File: src/lem_defs.svh
// Purpose: Offsets, field positions, reset values and timing counts of the engine C map,
//          dimming input setup and output fault register group.
// Assumes: Byte-wide registers at their printed byte offsets.
// Notes:   Definitions only.
`ifndef LEM_DEFS_SVH
`define LEM_DEFS_SVH
`define LEM_ADDR_ENG_C_UP 8'h74
`define LEM_ADDR_ENG_C_LO 8'h75
`define LEM_ADDR_DIM_SETUP 8'h80
`define LEM_ADDR_FLT_UP 8'h81
`define LEM_ADDR_FLT_LO 8'h82
`define LEM_RST_ENG_C 8'h00
`define LEM_RST_DIM_SETUP 8'h04
`define LEM_RST_FLT 8'h00
`define LEM_BIT_OUT8 0
`define LEM_BIT_GLOBAL_DIM 1
`define LEM_BIT_EDGE_SEL 3
`define LEM_CLK_NS 10
`define LEM_DEV_TICK_NS 100
`define LEM_TICK_CYCLES ((`LEM_DEV_TICK_NS + `LEM_CLK_NS - 1) / `LEM_CLK_NS)
`endif

File: src/lem_pkg.sv
// Purpose: Types shared by the register group and its neighbours.
// Assumes: Nothing beyond SystemVerilog packed structs and enums.
// Notes:   Field order of lem_dim_cfg_t matches the register bit order.
package lem_pkg;
   typedef struct packed {
      logic [1:0] min_pulse;
      logic [1:0] spare;
      logic edge_fall;
      logic [2:0] hyst;
   } lem_dim_cfg_t;
   typedef struct packed {
      logic engine_c_global_dim_on;
      logic [8:0] engine_c_owns_out;
   } lem_map_t;
   typedef struct packed {
      logic rd;
      logic wr;
      logic [7:0] addr;
      logic [7:0] wdata;
   } lem_reg_req_t;
   typedef enum {MEAS_WAIT, MEAS_RUN} lem_meas_t;
endpackage : lem_pkg

File: src/lem_regs.sv
// Purpose: Engine C output map, dimming input setup and output fault flags, with the
//          output PWM steering, minimum pulse stretcher and input period measurement.
// Assumes: Register requests arrive from the serial host controller on clk_i.
// Notes:
`timescale 1ns/100ps
`include "lem_defs.svh"
module lem_regs #(
   parameter int PERIOD_W = 20
) (
   input wire logic clk_i,
   input wire logic reset_n_i,
   input wire lem_pkg::lem_reg_req_t reg_req_i,
   output logic [7:0] reg_rdata_o,
   output logic reg_ack_o,
   input wire logic map_load_i,
   input wire lem_pkg::lem_map_t map_new_i,
   input wire logic [8:0] fault_detect_i,
   input wire logic pwm_dim_i,
   input wire logic [8:0] base_pwm_i,
   input wire logic [8:0] engine_c_pwm_i,
   input wire logic fader_c_pwm_i,
   output logic [8:0] led_pwm_o,
   output lem_pkg::lem_map_t map_o,
   output lem_pkg::lem_dim_cfg_t dim_cfg_o,
   output logic [PERIOD_W-1:0] pwm_period_o,
   output logic pwm_period_upd_o
);
   import lem_pkg::*;

   localparam int DIV_W = $clog2(`LEM_TICK_CYCLES);
   localparam logic [DIV_W-1:0] TICK_LAST = DIV_W'(`LEM_TICK_CYCLES - 1);

   function automatic logic [PERIOD_W-1:0] absdiff(input logic [PERIOD_W-1:0] a,
                                                   input logic [PERIOD_W-1:0] b);
      return (a > b) ? (a - b) : (b - a);
   endfunction : absdiff

   function automatic logic [5:0] min_cycles(input logic [1:0] code);
      return 6'((int'(code) + 1) * `LEM_TICK_CYCLES);
   endfunction : min_cycles

   // Register file.
   lem_map_t map_r, map_nxt;
   lem_dim_cfg_t cfg_r, cfg_nxt;
   logic [8:0] fault_r, fault_nxt;
   logic [7:0] rdata_r, rdata_nxt;
   logic ack_r, ack_nxt;
   logic out8_fault_flag;

   assign out8_fault_flag = fault_r[8];

   always_comb begin
      map_nxt = map_r;
      cfg_nxt = cfg_r;
      rdata_nxt = rdata_r;
      if (map_load_i) begin
         map_nxt = map_new_i;
      end
      if (reg_req_i.wr && reg_req_i.addr == `LEM_ADDR_DIM_SETUP) begin
         cfg_nxt = lem_dim_cfg_t'(reg_req_i.wdata);
      end
      fault_nxt = fault_detect_i;
      ack_nxt = reg_req_i.rd;
      if (reg_req_i.rd) begin
         unique case (reg_req_i.addr)
            `LEM_ADDR_ENG_C_UP: rdata_nxt = {6'h00, map_r.engine_c_global_dim_on,
                                             map_r.engine_c_owns_out[8]};
            `LEM_ADDR_ENG_C_LO: rdata_nxt = map_r.engine_c_owns_out[7:0];
            `LEM_ADDR_DIM_SETUP: rdata_nxt = cfg_r;
            `LEM_ADDR_FLT_UP: rdata_nxt = {7'h00, out8_fault_flag};
            `LEM_ADDR_FLT_LO: rdata_nxt = fault_r[7:0];
            default: rdata_nxt = 8'h00;
         endcase
      end
   end

   always_ff @(posedge clk_i or negedge reset_n_i) begin
      if (!reset_n_i) begin
         map_r <= lem_map_t'(10'h000);
         cfg_r <= lem_dim_cfg_t'(`LEM_RST_DIM_SETUP);
         fault_r <= 9'h000;
         rdata_r <= 8'h00;
         ack_r <= 1'b0;
      end else begin
         map_r <= map_nxt;
         cfg_r <= cfg_nxt;
         fault_r <= fault_nxt;
         rdata_r <= rdata_nxt;
         ack_r <= ack_nxt;
      end
   end

   assign reg_rdata_o = rdata_r;
   assign reg_ack_o = ack_r;
   assign map_o = map_r;
   assign dim_cfg_o = cfg_r;

   // Output steering. Global dimming gates only the outputs that engine C owns.
   logic [8:0] pwm_req;
   logic [8:0] engine_c_gated;

   assign engine_c_gated = engine_c_pwm_i &
                           {9{fader_c_pwm_i | ~map_r.engine_c_global_dim_on}};
   assign pwm_req = (map_r.engine_c_owns_out & engine_c_gated) |
                    (~map_r.engine_c_owns_out & base_pwm_i);

   // Pulse stretcher. The minimum is latched at the rising edge, so a setup change
   // mid-pulse takes effect on the next pulse.
   logic [8:0] out_r, out_nxt;
   logic [5:0] hold_r [9];
   logic [5:0] hold_nxt [9];

   always_comb begin
      for (int n = 0; n < 9; n++) begin
         out_nxt[n] = out_r[n];
         hold_nxt[n] = hold_r[n];
         if (hold_r[n] != 6'h00) begin
            hold_nxt[n] = hold_r[n] - 6'h01;
            out_nxt[n] = 1'b1;
         end else if (pwm_req[n] && !out_r[n]) begin
            out_nxt[n] = 1'b1;
            hold_nxt[n] = min_cycles(cfg_r.min_pulse) - 6'h01;
         end else begin
            out_nxt[n] = pwm_req[n];
         end
      end
   end

   always_ff @(posedge clk_i or negedge reset_n_i) begin
      if (!reset_n_i) begin
         out_r <= 9'h000;
         for (int n = 0; n < 9; n++) begin
            hold_r[n] <= 6'h00;
         end
      end else begin
         out_r <= out_nxt;
         hold_r <= hold_nxt;
      end
   end

   assign led_pwm_o = out_r;

   logic [6:0] high_cnt_r;
   logic [5:0] min_rise_r;

   always_ff @(posedge clk_i or negedge reset_n_i) begin
      if (!reset_n_i) begin
         high_cnt_r <= 7'h00;
         min_rise_r <= 6'h00;
      end else begin
         if (!out_r[0]) begin
            high_cnt_r <= 7'h00;
         end else if (high_cnt_r != 7'h7f) begin
            high_cnt_r <= high_cnt_r + 7'h01;
         end
         if (out_nxt[0] && !out_r[0]) begin
            min_rise_r <= min_cycles(cfg_r.min_pulse);
         end
      end
   end

   // Input period measurement. The pin passes three flops and a level counts once
   // the last two agree, which rejects a single-cycle glitch.
   logic sync1_r, sync2_r, sync3_r, lvl_r, lvl_nxt;
   logic rise, fall, sel_edge, tick;
   logic [DIV_W-1:0] div_r, div_nxt;
   logic [PERIOD_W-1:0] cnt_r, cnt_nxt, meas_r, meas_nxt;
   logic upd_r, upd_nxt;
   lem_meas_t st_r, st_nxt;

   assign rise = (sync2_r == sync3_r) && sync3_r && !lvl_r;
   assign fall = (sync2_r == sync3_r) && !sync3_r && lvl_r;
   assign sel_edge = cfg_r.edge_fall ? fall : rise;
   assign tick = (div_r == TICK_LAST);

   always_comb begin
      lvl_nxt = (sync2_r == sync3_r) ? sync3_r : lvl_r;
      div_nxt = tick ? '0 : div_r + DIV_W'(1);
      cnt_nxt = cnt_r;
      meas_nxt = meas_r;
      upd_nxt = 1'b0;
      st_nxt = st_r;
      if (tick && cnt_r != '1) begin
         cnt_nxt = cnt_r + PERIOD_W'(1);
      end
      if (sel_edge) begin
         cnt_nxt = '0;
         st_nxt = MEAS_RUN;
         if (st_r == MEAS_RUN &&
             absdiff(cnt_r, meas_r) > {{(PERIOD_W-3){1'b0}}, cfg_r.hyst}) begin
            meas_nxt = cnt_r;
            upd_nxt = 1'b1;
         end
      end
   end

   always_ff @(posedge clk_i or negedge reset_n_i) begin
      if (!reset_n_i) begin
         sync1_r <= 1'b0;
         sync2_r <= 1'b0;
         sync3_r <= 1'b0;
         lvl_r <= 1'b0;
         div_r <= '0;
         cnt_r <= '0;
         meas_r <= '0;
         upd_r <= 1'b0;
         st_r <= MEAS_WAIT;
      end else begin
         sync1_r <= pwm_dim_i;
         sync2_r <= sync1_r;
         sync3_r <= sync2_r;
         lvl_r <= lvl_nxt;
         div_r <= div_nxt;
         cnt_r <= cnt_nxt;
         meas_r <= meas_nxt;
         upd_r <= upd_nxt;
         st_r <= st_nxt;
      end
   end

   assign pwm_period_o = meas_r;
   assign pwm_period_upd_o = upd_r;
endmodule : lem_regs

File: config.mk
export PLATFORM = sky130hd
export DESIGN_NAME = lem_regs
export DESIGN_NICKNAME = d
export VERILOG_FILES = /design/src/lem_pkg.sv /design/src/lem_regs.sv
export VERILOG_INCLUDE_DIRS = /design/src
export SDC_FILE = /design/constraint.sdc
export NUM_CORES = 1
export LEC_CHECK = 0
export ABC_AREA = 1
export ABC_CLOCK_PERIOD_IN_PS = 4350
export BUFFER_PORTS_ARGS = -buffer_cell sky130_fd_sc_hd__buf_2
export CAP_MARGIN = 20
export CORE_UTILIZATION = 60
export DETAILED_ROUTE_END_ITERATION = 16
export MAX_ROUTING_LAYER = met4
export PLACE_DENSITY = 0.88
export SYNTH_ARGS = -nofsm -noshare
export SYNTH_HDL_FRONTEND = slang
export SYNTH_SLANG_ARGS = --single-unit
File: constraint.sdc
create_clock -name clk_i -period 4.35 [get_ports clk_i]
set_input_delay 0.2175 -clock clk_i [delete_from_list [all_inputs] [get_ports clk_i]]
set_output_delay 0.2175 -clock clk_i [all_outputs]
set_load 0.02 [all_outputs]
==> summary.txt, run 1 <==
Synthesis
  • Yosys reg bits: approximately 150
  • Synth Area in Compound Gates: 12.7%
  • Cells after synthesis: roughly 1400
  • Mapped Avg Cell Area: 6.96 sq um
  • Syn_nets: 1561
  • Mux contribution to synthesized area: less than 1%
  • Dominant combinational cell family by area after synthesis: simple AND/OR/NAND/NOR gates
  • Synthesized area: 9980 sq um
  • Synthesized-area fraction occupied by and/or/nand/nor cells: 29.5%
  • Post-Synth Adder-Cell Area: 8.55%
  • Main synth FF type: dfrtp_1
  • Synth Area in XOR/XNOR: 1.23%
  • Distinct cells, synth: 43
  • Seq/Total Area, Yosys: between 30 and 40%
  • Async set-or-reset flop fraction in the synthesized netlist: 100%
  • Synth warn: 0
  • Post-synth EDFFs: 0

Layout
  • Fin nets: around 1700
  • Fraction of layout cells with a size suffix above 1: between 10% and 20%
  • Area grow syn2layout: 15.6%
  • Filler cell count: 1187
  • Final Non-Filler Cells: 1800
  • ANT cells: 0

STA
  • Hold Fails Final Rpt: 0
  • RSZ-0062 raised after global routing: no
  • Final number of setup-violating endpoints: 0
  • Clk_skew: 0.0112 ns
  • Period utilisation layout: 89.2%
  • Worst-margin pin slew: 1.06 ns
  • Final min period: 3.88 ns
  • Fmax: 0.258 GHz
  • Slew HR: 28.6%
  • Max-slew violations: 0
  • Setup TNS: 0 ns

Die
  • Die area: 17200 sq um
  • Ports: 117
  • DIE HEIGHT: between 100 and 150 um
  • Die width: 131 um
  • # rows: 46
  • Placeable Area: 16100 sq um
  • Initial Utilization: 62.2%

Routing
  • Post-Route WL: 28000 um
  • Iteration count of the initial detailed-routing pass: 6
  • Routed len/inst: 15.6 um
  • Vias per inst: 5.66
  • Residual DRC: 0
  • Detailed Route Iter0 Violations: 1193
  • Via count: roughly 10000
  • Detail Route Antenna Nets: 0

Critical path
  • Crit Path Max Fanout: 21
  • Required @ worst endpoint: roughly 4.7 ns
  • Crit start category: flip-flop
  • Critical path type: flip-flop to flip-flop
  • Most frequent CP cell: nand2_1
  • Crit-path slowest cell: fa_1
  • Worst reg-to-reg path cell count: 24
  • Worst endpoint data arrival time: 4.25 ns
  • Crit end category: flip-flop
  • Slowest stage delay, CP: 0.45 ns
  • Cell Chain, Critical Path: inv_1 > ha_1 > inv_1 > fa_1 > nand3_1 > nand2_1 > nand2_2 > nand3_2 > nand2_1 > nand2_1 > nand2_2 > inv_2 > nand2_1 > nand2_1 > xnor2_1 > inv_1 > ha_1 > a21oi_1 > nand2_1 > nand2_1 > nand3_1 > nand2_2 > nand2_1 > nand2_1

Placed design
  • Routability cong.: 0.976
  • Placed Cells: 1750
  • IO Port Bufs: 116
  • Post-DP HPWL: 20300 um

Pwr
  • Pwr/cell area: 599 nW/um^2
  • LEAKAGE: between 6 and 7 nW
  • Worst VDD drop: roughly 0.00048 V

Clock network
  • CTS tree: yes
  • Cts bufs inserted: 17
  • Root buf cell: clkbuf_16
  • Post-CTS Resized: 0
  • H-tree depth: 4
  • Post-CTS Setup Bufs: 0
  • CTS max path bufs: 2
  • Skew-Pair Late Insertion Delay: 0.44 ns
  • CTS clock-pin slew for the worst setup and hold paths: 0.06 ns
  • Num Clock Sinks: 149

Outcome
  • Status: complete, no violations

Global routing
  • Grt total ovfl: 0
  • Total track usage: approximately a third
  • First-pass GRT wire length: 44700 um
  • Vias in the first global route: 9338
  • Largest net degree at the start of global routing: 53
  • Initial antenna violation count: 0

Hold path
  • WHS Path Cells: 3
  • Worst hold-check path type: input pin to flip-flop

Flow run
  • Max-Cap Viols: 0
[cells by family (layout without fill, tap and decap cells)]
| kind of cell | Yosys count | in the layout |
|---|---|---|
| AO/OA/AOI/OAI | 228 | 228 |
| XOR/XNOR | 14 | 14 |
| adder cells (fa/ha/maj) | 67 | 67 |
| buffers and inverters | 265 | 415 |
| flip-flops | 149 | 149 |
| multiplexers | 3 | 3 |
| AND/OR/NAND/NOR | 708 | 708 |
[routing by layer]
layer / vias to the layer above / wire, um / GRT usage, %
li1: 4843 / - / -
met2: 548 / 13200 / 55.6
met4: 0 / 875 / 12.7
met3: 92 / 2460 / 6.47
met1: 4699 / 11600 / 45.1
met5: - / 0 / -
[flip-flops by register name (all words and copies together), names as in the netlist]
signal,count
hold_r,54
cnt_r,20
pwm_period_o,20
map_o,10
fault_r,9
led_pwm_o,9
dim_cfg_o,8
reg_rdata_o,8
div_r,4
lvl_r,1
pwm_period_upd_o,1
reg_ack_o,1
st_r,1
sync1_r,1
sync2_r,1
sync3_r,1
[layout by cell type (no fill, tap or decap), types with 3 or more instances in the layout]
| cell type | count |
|---|---|
| clkinvlp_4 | 3 |
| nor3b_1 | 3 |
| clkbuf_16 | 17 |
| o21ai_1 | 7 |
| o22ai_1 | 3 |
| buf_4 | 7 |
| a31oi_1 | 7 |
| o21bai_1 | 3 |
| dfrtp_1 | 148 |
| o211a_1 | 7 |
| bufinv_16 | 3 |
| nor2_1 | 121 |
| nand2_2 | 7 |
| dlygate4sd3_1 | 18 |
| o211ai_1 | 13 |
| clkbuf_1 | 6 |
| a21oi_1 | 77 |
| nand4_1 | 17 |
| o21ai_0 | 97 |
| ha_1 | 65 |
| nor3_1 | 15 |
| nor4_1 | 4 |
| buf_2 | 115 |
| inv_1 | 236 |
| nand2_1 | 425 |
| mux2_2 | 3 |
| xor2_1 | 11 |
| nand3b_1 | 9 |
| and3_1 | 4 |
| xnor2_1 | 3 |
| inv_2 | 6 |
| a22oi_1 | 4 |
| nand3_1 | 97 |
[cell type report]
cell class,count,area [sq um],area share [%]
Clock buffer,24,462,4.00
Tap cell,216,270,2.34
Multi-Input combinational cell,1020,5230,45.3
Timing Repair Buffer,141,820,7.10
Inverter,242,908,7.87
Sequential cell,149,3730,32.3
Clock inverter,8,126,1.09
[metrics by stage]
step                      setup slack [ns]  total power, mW  hold WS [ns]  area [sq um]  utilization [%]
final                                0.470             6.92       0.00391         11500             71.9
after floorplan                       1.29             4.54       -0.0781          9980                -
after global placement               0.782             5.15         0.185         10800             67.1
after global routing                 0.148             7.49        0.0271         11500             71.9
after detailed placement             0.618             5.29         0.190         10800             67.1
after CTS                            0.561             6.84       0.00189         11500             71.9
[critical path: cells and delay by family, from the launching register on]
kind	cells	cell delay, ns
AOI/OAI and AO/OA	1	0.15
xor gates and xnor gates	1	0.14
adders and majority gates	3	0.93
buffers and inverters	4	0.43
DFF	1	0.44
and+or+nand+nor	15	1.70
[power by group]
| group | leakage [nW] | switching, mW | internal, mW |
|---|---|---|---|
| clock | 0.275 | 0.576 | 0.918 |
| sequential | 1.83 | 0.222 | 1.71 |
| combinational | 4.26 | 2.23 | 1.25 |
[what timing repair did]
| action | 4_1_cts | 5_1_grt |
|---|---|---|
| hold buffers | 18 | 0 |
| endpoints found under the setup margin | 0 | 0 |
| hold endpoints to repair | 67 | 0 |
[worst paths after layout]
path / from / endpoint / slack, ns
hold reg to reg: sync1_r / sync2_r / 0.35
max in group asynchronous: reset_n_i / hold_r[17] / 3.07
hold / removal: base_pwm_i[7] / led_pwm_o[7] / 0.004
setup reg to reg: cnt_r[0] / pwm_period_o[19] / 0.47
min in group asynchronous: reset_n_i / hold_r[37] / 0.29
setup / recovery: cnt_r[0] / pwm_period_o[19] / 0.47
[cells in the mapped netlist, types with 4 or more instances]
cell	number	area share (%)
nand3_1	97	4.9
nor4_1	4	0.25
nand4_1	17	1.1
inv_1	236	8.9
o21ai_1	7	0.35
a31oi_1	7	0.44
and3_1	4	0.25
nand2_2	7	0.44
nand2_1	425	16
buf_2	7	0.35
nor2_1	121	4.6
nor3_1	15	0.75
a21oi_1	77	3.9
nand3b_1	9	0.68
o21ai_0	97	4.9
clkbuf_1	12	0.45
a22oi_1	4	0.30
ha_1	65	8.1
dfrtp_1	148	37
o211a_1	7	0.70
xor2_1	11	0.97
o211ai_1	13	0.98
inv_2	6	0.23
Note: power is estimated with default switching activity, not from simulation.
==> run 2: changes to the inputs <==
--- a/config.mk
+++ b/config.mk
@@ -7,13 +7,13 @@
 export NUM_CORES = 1
 export LEC_CHECK = 0
 export ABC_AREA = 1
-export ABC_CLOCK_PERIOD_IN_PS = 4350
+export ABC_CLOCK_PERIOD_IN_PS = 3150
 export BUFFER_PORTS_ARGS = -buffer_cell sky130_fd_sc_hd__buf_2
 export CAP_MARGIN = 20
-export CORE_UTILIZATION = 60
+export CORE_UTILIZATION = 54
 export DETAILED_ROUTE_END_ITERATION = 16
 export MAX_ROUTING_LAYER = met4
-export PLACE_DENSITY = 0.88
+export PLACE_DENSITY = 0.84
 export SYNTH_ARGS = -nofsm -noshare
 export SYNTH_HDL_FRONTEND = slang
 export SYNTH_SLANG_ARGS = --single-unit
==> constraint.sdc (replaced) <==
create_clock -name clk_i -period 3.15 [get_ports clk_i]
set_input_delay 0.1575 -clock clk_i [delete_from_list [all_inputs] [get_ports clk_i]]
set_output_delay 0.1575 -clock clk_i [all_outputs]
set_load 0.02 [all_outputs]
==> summary.txt, run 2 (synthesized netlist as in run 1, its figures left out) <==
Outcome
  • Status: finished, violations left
  • Failing checks: negative setup slack

Routing
  • DRT met1 WL: 12900 um
  • Detailed Route Iter0 Violations: 1114
  • Met2 WL: roughly 15000 um
  • Residual DRC: 0
  • Metal3 WL: 2590 um
  • Vias per inst: 5.62
  • Via count: 10700
  • Post-Route WL: between 30000 and 40000 um
  • Detail Route Antenna Nets: 0
  • Routed len/inst: around 17 um
  • Top sig layer: met4
  • Iteration count of the initial detailed-routing pass: 7

Clock network
  • Root buf cell: clkbuf_16
  • CTS tree: yes
  • CTS max path bufs: 2
  • H-tree depth: 4
  • CTS clock-pin slew for the worst setup and hold paths: 0.06 ns
  • Cts bufs inserted: 17
  • Skew-Pair Late Insertion Delay: roughly 0.43 ns
  • Num Clock Sinks: around 150

Global routing
  • Grt total ovfl: 0
  • Largest net degree at the start of global routing: 72
  • Initial antenna violation count: 0
  • Vias in the first global route: 9857
  • Total track usage: 33.7%
  • First-pass GRT wire length: 47400 um

Die
  • Initial Utilization: 55.4%
  • # rows: 49
  • Placeable Area: 18000 sq um
  • DIE HEIGHT: 138 um
  • Die area: 19000 sq um
  • Die width: 138 um
  • Ports: between 100 and 150

Critical path
  • Crit end category: flip-flop
  • Reg-to-reg critical path startpoint: cnt_r[0]
  • Crit Path Max Fanout: 4
  • End point of the critical path: pwm_period_o[15]
  • Crit start category: flip-flop
  • Required @ worst endpoint: 3.52 ns
  • Reg-to-Reg End: pwm_period_o[15]
  • Worst reg-to-reg path cell count: 26
  • Reg2Reg Setup Slack: -0.05 ns
  • Worst endpoint data arrival time: 3.57 ns
  • Crit-path slowest cell: dfrtp_1
  • Critical path type: flip-flop to flip-flop
  • Most frequent CP cell: nand2_2
  • Origin of the worst setup path: cnt_r[0]
  • Slowest stage delay, CP: 0.39 ns

STA
  • Fin worst setup slack: -0.0539 ns
  • Slew HR: 44.9%
  • Final min period: 3.20 ns
  • Fmax: 0.312 GHz
  • Hold Fails Final Rpt: 0
  • Clk_skew: 0.00840 ns
  • Worst-margin pin slew: 0.824 ns
  • Period utilisation layout: 102%
  • Final number of setup-violating endpoints: 21
  • RSZ-0062 raised after global routing: yes
  • Max-slew violations: 0
  • Hold_ws: 0.0828 ns

Pwr
  • Total power: between 10 and 15 mW
  • Worst VDD drop: 0.000588 V
  • Pwr/cell area: 800 nW/um^2
  • LEAKAGE: 6.85 nW

Placed design
  • IO Port Bufs: ~120
  • Placed Cells: 1826
  • Routability cong.: 1.04
  • Post-DP HPWL: ~22000 um

Layout
  • Commonest non-fill, non-tap cell in the layout: nand2_1
  • Filler cell count: 1361
  • Core Util, Final: a little over two thirds
  • Area grow syn2layout: 26.2%
  • Fin nets: 1790
  • Max reg flops: 54
  • Fraction of layout cells with a size suffix above 1: between 10% and 20%
  • Final Non-Filler Cells: 1904
  • Most frequent cells in the layout: nand2_1 (401), inv_1 (233), dfrtp_1 (147)
  • ANT cells: 0
  • Most flops, register: hold_r

Flow run
  • Max-Cap Viols: 0

Hold path
  • Worst hold-check path type: input pin to flip-flop
-- run 2: cell types whose count changed in the layout (fill, tap and decap cells not counted), moves of 2 or more --
cell,change
buf_4,+63
nand2_1,-24
nand2_2,+23
dlygate4sd3_1,+21
ha_1,-10
ha_4,+9
buf_12,+4
clkbuf_1,-3
inv_1,-3
buf_6,+2
clkinv_4,+2
inv_2,+2
nand3_1,-2
-- run 2: area by class of cell --
cell class	count	area [sq um]	share of cell area, %
inverter	242	911	7.23
clock inverter	11	128	1.01
tap	229	287	2.27
multi-input combinational	1020	5440	43.2
timing repair buffer	233	1660	13.2
sequential	149	3730	29.6
clock buffer	20	437	3.47
-- run 2: what timing repair did --
item	in CTS	in global routing
gates cloned	1	1
pin swaps	2	17
setup endpoints to repair	21	21
hold endpoints to repair	98	0
hold buffers	39	0
setup buffers	1	4
gates resized for setup	9	43
-- run 2: how the worst min path moves through the flow --
stage	from	end	slack, ns	cells past startpoint
after floorplan	reset_n_i	cnt_r[0]	-0.14	0
after global placement	reset_n_i	pwm_period_o[18]	0.18	1
after detailed placement	reset_n_i	dim_cfg_o[0]	0.18	1
after CTS	engine_c_pwm_i[0]	led_pwm_o[0]	0.07	5
after global routing	engine_c_pwm_i[8]	led_pwm_o[8]	0.11	5
final	engine_c_pwm_i[7]	led_pwm_o[7]	0.08	5
-- run 2: where the power goes --
group	switching, mW	internal [mW]	total, mW
clock network	0.819	1.16	1.98
logic	3.39	2.06	5.45
registers	0.274	2.37	2.64
-- run 2: critical path, delay by kind of cell (launching register included) --
| kind | cells | cell delay [ns] |
|---|---|---|
| XOR/XNOR | 1 | 0.19 |
| AO/OA/AOI/OAI | 1 | 0.12 |
| flip-flops | 1 | 0.39 |
| AND/OR/NAND/NOR | 15 | 1.16 |
| buffers and inverters | 6 | 0.50 |
| adder cells (fa/ha/maj) | 3 | 0.77 |
-- run 2: stage by stage --
stage | TNS (ns) | setup slack (ns) | instance area [sq um]
2_1_floorplan | 0 | 0.0896 | 9980
3_3_place_gp | 0 | 0.0568 | 11300
3_5_place_dp | -2.66 | -0.146 | 11300
4_1_cts | 0 | 0.00454 | 12300
5_1_grt | -4.62 | -0.247 | 12600
6_report | -0.503 | -0.0539 | 12600
-- run 2: layer usage --
layer	vias to the layer above	GRT usage (%)
li1	5040	-
met1	5018	42.3
met2	566	54.5
met3	79	5.88
met4	0	12.8
met5	-	-
==> run 3: changes to the inputs <==
--- a/config.mk
+++ b/config.mk
@@ -10,10 +10,13 @@
 export ABC_CLOCK_PERIOD_IN_PS = 3150
 export BUFFER_PORTS_ARGS = -buffer_cell sky130_fd_sc_hd__buf_2
 export CAP_MARGIN = 20
-export CORE_UTILIZATION = 54
+export CELL_PAD_IN_SITES_DETAIL_PLACEMENT = 1
+export CELL_PAD_IN_SITES_GLOBAL_PLACEMENT = 1
+export CORE_UTILIZATION = 39
 export DETAILED_ROUTE_END_ITERATION = 16
 export MAX_ROUTING_LAYER = met4
 export PLACE_DENSITY = 0.84
+export SETUP_SLACK_MARGIN = 0.5
 export SYNTH_ARGS = -nofsm -noshare
 export SYNTH_HDL_FRONTEND = slang
 export SYNTH_SLANG_ARGS = --single-unit
==> summary.txt, run 3 (synthesized netlist as in run 1, its figures left out) <==
Critical path
  • WP depth: 26
  • Crit Path Max Fanout: 5
  • Critical path type: flip-flop to flip-flop
  • Required @ worst endpoint: 3.48 ns
  • Slowest stage delay, CP: 0.41 ns
  • Crit-path slowest cell: fa_2
  • CP delay by family, top: simple AND/OR/NAND/NOR gates
  • Crit start category: flip-flop
  • Worst endpoint data arrival time: 3.54 ns
  • Worst reg-to-reg path cell count: 26
  • Crit end category: flip-flop
  • Most frequent CP cell: nand2_2
  • Buf/Inv on CP: 6

Die
  • Placeable Area: approximately 25000 sq um
  • Die area: 26200 sq um
  • Ports: ~120
  • DIE HEIGHT: around 160 um
  • Die width: 162 um
  • Initial Utilization: between 30 and 40%
  • # rows: 58

Layout
  • Cell area after layout: between 10000 and 15000 sq um
  • Final Non-Filler Cells: 2019
  • Max reg flops: 54
  • Most flops, register: hold_r
  • Commonest non-fill, non-tap cell in the layout: nand2_1
  • Fin nets: roughly 1800
  • Area grow syn2layout: 29.2%
  • Most frequent cells in the layout: nand2_1 (398), inv_1 (233), dfrtp_1 (134)
  • Fraction of layout cells with a size suffix above 1: 19.4%
  • Filler cell count: 3240

Routing
  • Iteration count of the initial detailed-routing pass: 5
  • Via count: about 11000
  • Routed len/inst: ~20 um
  • Post-Route WL: 39600 um
  • Vias per inst: between 5 and 6
  • Residual DRC: 0
  • Detailed Route Iter0 Violations: 568
  • Detail Route Antenna Nets: 0

Hold path
  • Worst hold-check path type: input pin to flip-flop
  • WHS Path Cells: 3

Pwr
  • Total power: 11.0 mW
  • LEAKAGE: 6.93 nW
  • Pwr/cell area: between 800 and 900 nW/um^2
  • Worst VDD drop: 0.000511 V

Clock network
  • CTS tree: yes
  • Num Clock Sinks: between 100 and 150
  • CTS max path bufs: 2
  • Cts bufs inserted: 17
  • Root buf cell: clkbuf_16
  • H-tree depth: 4
  • Skew-Pair Late Insertion Delay: 0.45 ns
  • CTS clock-pin slew for the worst setup and hold paths: 0.08 ns

STA
  • Max-slew violations: 0
  • Worst-margin pin slew: 1.11 ns
  • Hold_ws: 0.0123 ns
  • Fmax: 0.312 GHz
  • Fin worst setup slack: -0.0590 ns
  • Setup TNS: -0.671 ns
  • RSZ-0062 raised after global routing: yes
  • Final min period: 3.21 ns
  • Hold Fails Final Rpt: 0
  • Slew HR: 25.5%
  • Final number of setup-violating endpoints: 20
  • Period utilisation layout: 102%
  • Clk_skew: 0.0167 ns

Global routing
  • Total track usage: 31.2%
  • Met3 usage: 4.06%
  • Grt total ovfl: 0
  • Met1 Use GR: 33.7%
  • Vias in the first global route: 11600
  • GRT Max-Usage Layer: met2
  • Initial antenna violation count: 2
  • Largest net degree at the start of global routing: 64
  • First-pass GRT wire length: roughly 61000 um
  • M2 GR Usage: a little under three fifths

Placed design
  • Routability cong.: 0.902
  • Post-DP Area: 11500 sq um
  • Placed Cells: 1931
  • Post-DP HPWL: 26300 um
  • IO Port Bufs: roughly 120

Outcome
  • Status: finished, violations left
  • Failing checks: negative setup slack

Flow run
  • Max-Cap Viols: 0
run 3: path summary, 6_finish.rpt:
path | start | end | slack (ns)
max | cnt_r[0] | pwm_period_o[8] | -0.06
min | base_pwm_i[3] | led_pwm_o[3] | 0.01
max reg2reg | cnt_r[0] | pwm_period_o[8] | -0.06
min reg2reg | sync1_r | sync2_r | 0.40
max in group asynchronous | reset_n_i | pwm_period_o[0] | 1.98
min in group asynchronous | reset_n_i | map_o[2] | 0.22
run 3: final cells by class:
| cell class | instances | area (sq um) | area share, % |
|---|---|---|---|
| Clock buffer | 17 | 425 | 3.30 |
| Multi-Input combinational cell | 1020 | 5490 | 42.6 |
| Timing Repair Buffer | 244 | 1720 | 13.3 |
| Inverter | 242 | 911 | 7.06 |
| Tap cell | 330 | 413 | 3.20 |
| Clock inverter | 15 | 181 | 1.41 |
| Antenna cell | 2 | 5.00 | 0.0388 |
| Sequential cell | 149 | 3750 | 29.1 |
run 3: worst min-delay path, stage by stage:
cell,delay (ns)
buf_2,0.08
a21oi_1,0.11
nand2_1,0.07
run 3: where the power goes:
group          total [mW]  internal (mW)  switching, mW
sequential           2.68           2.37          0.307
clock                2.11           1.08           1.04
combinational        6.22           2.35           3.87
run 3: what timing repair did:
action / in CTS / in global routing
endpoints found under the hold margin: 88 / 0
pin swaps: 10 / 16
setup buffers: 13 / 3
hold buffers: 36 / 0
cloned: 1 / 1
resized for setup: 19 / 43
endpoints found under the setup margin: 27 / 32
run 3: per-layer routing:
| metal | up-vias | wire (um) |
|---|---|---|
| met5 | - | 0 |
| met4 | 0 | 2430 |
| met3 | 159 | 1480 |
| met2 | 346 | 20200 |
| met1 | 5358 | 15500 |
| li1 | 5064 | - |
run 3: through the flow:
step	util (%)	worst slack [ns]
after CTS	50.4	0.0206
after floorplan	-	0.219
final	51.4	-0.0590
after global placement	45.8	0.147
after detailed placement	45.8	-0.0824
after global routing	51.4	-0.218
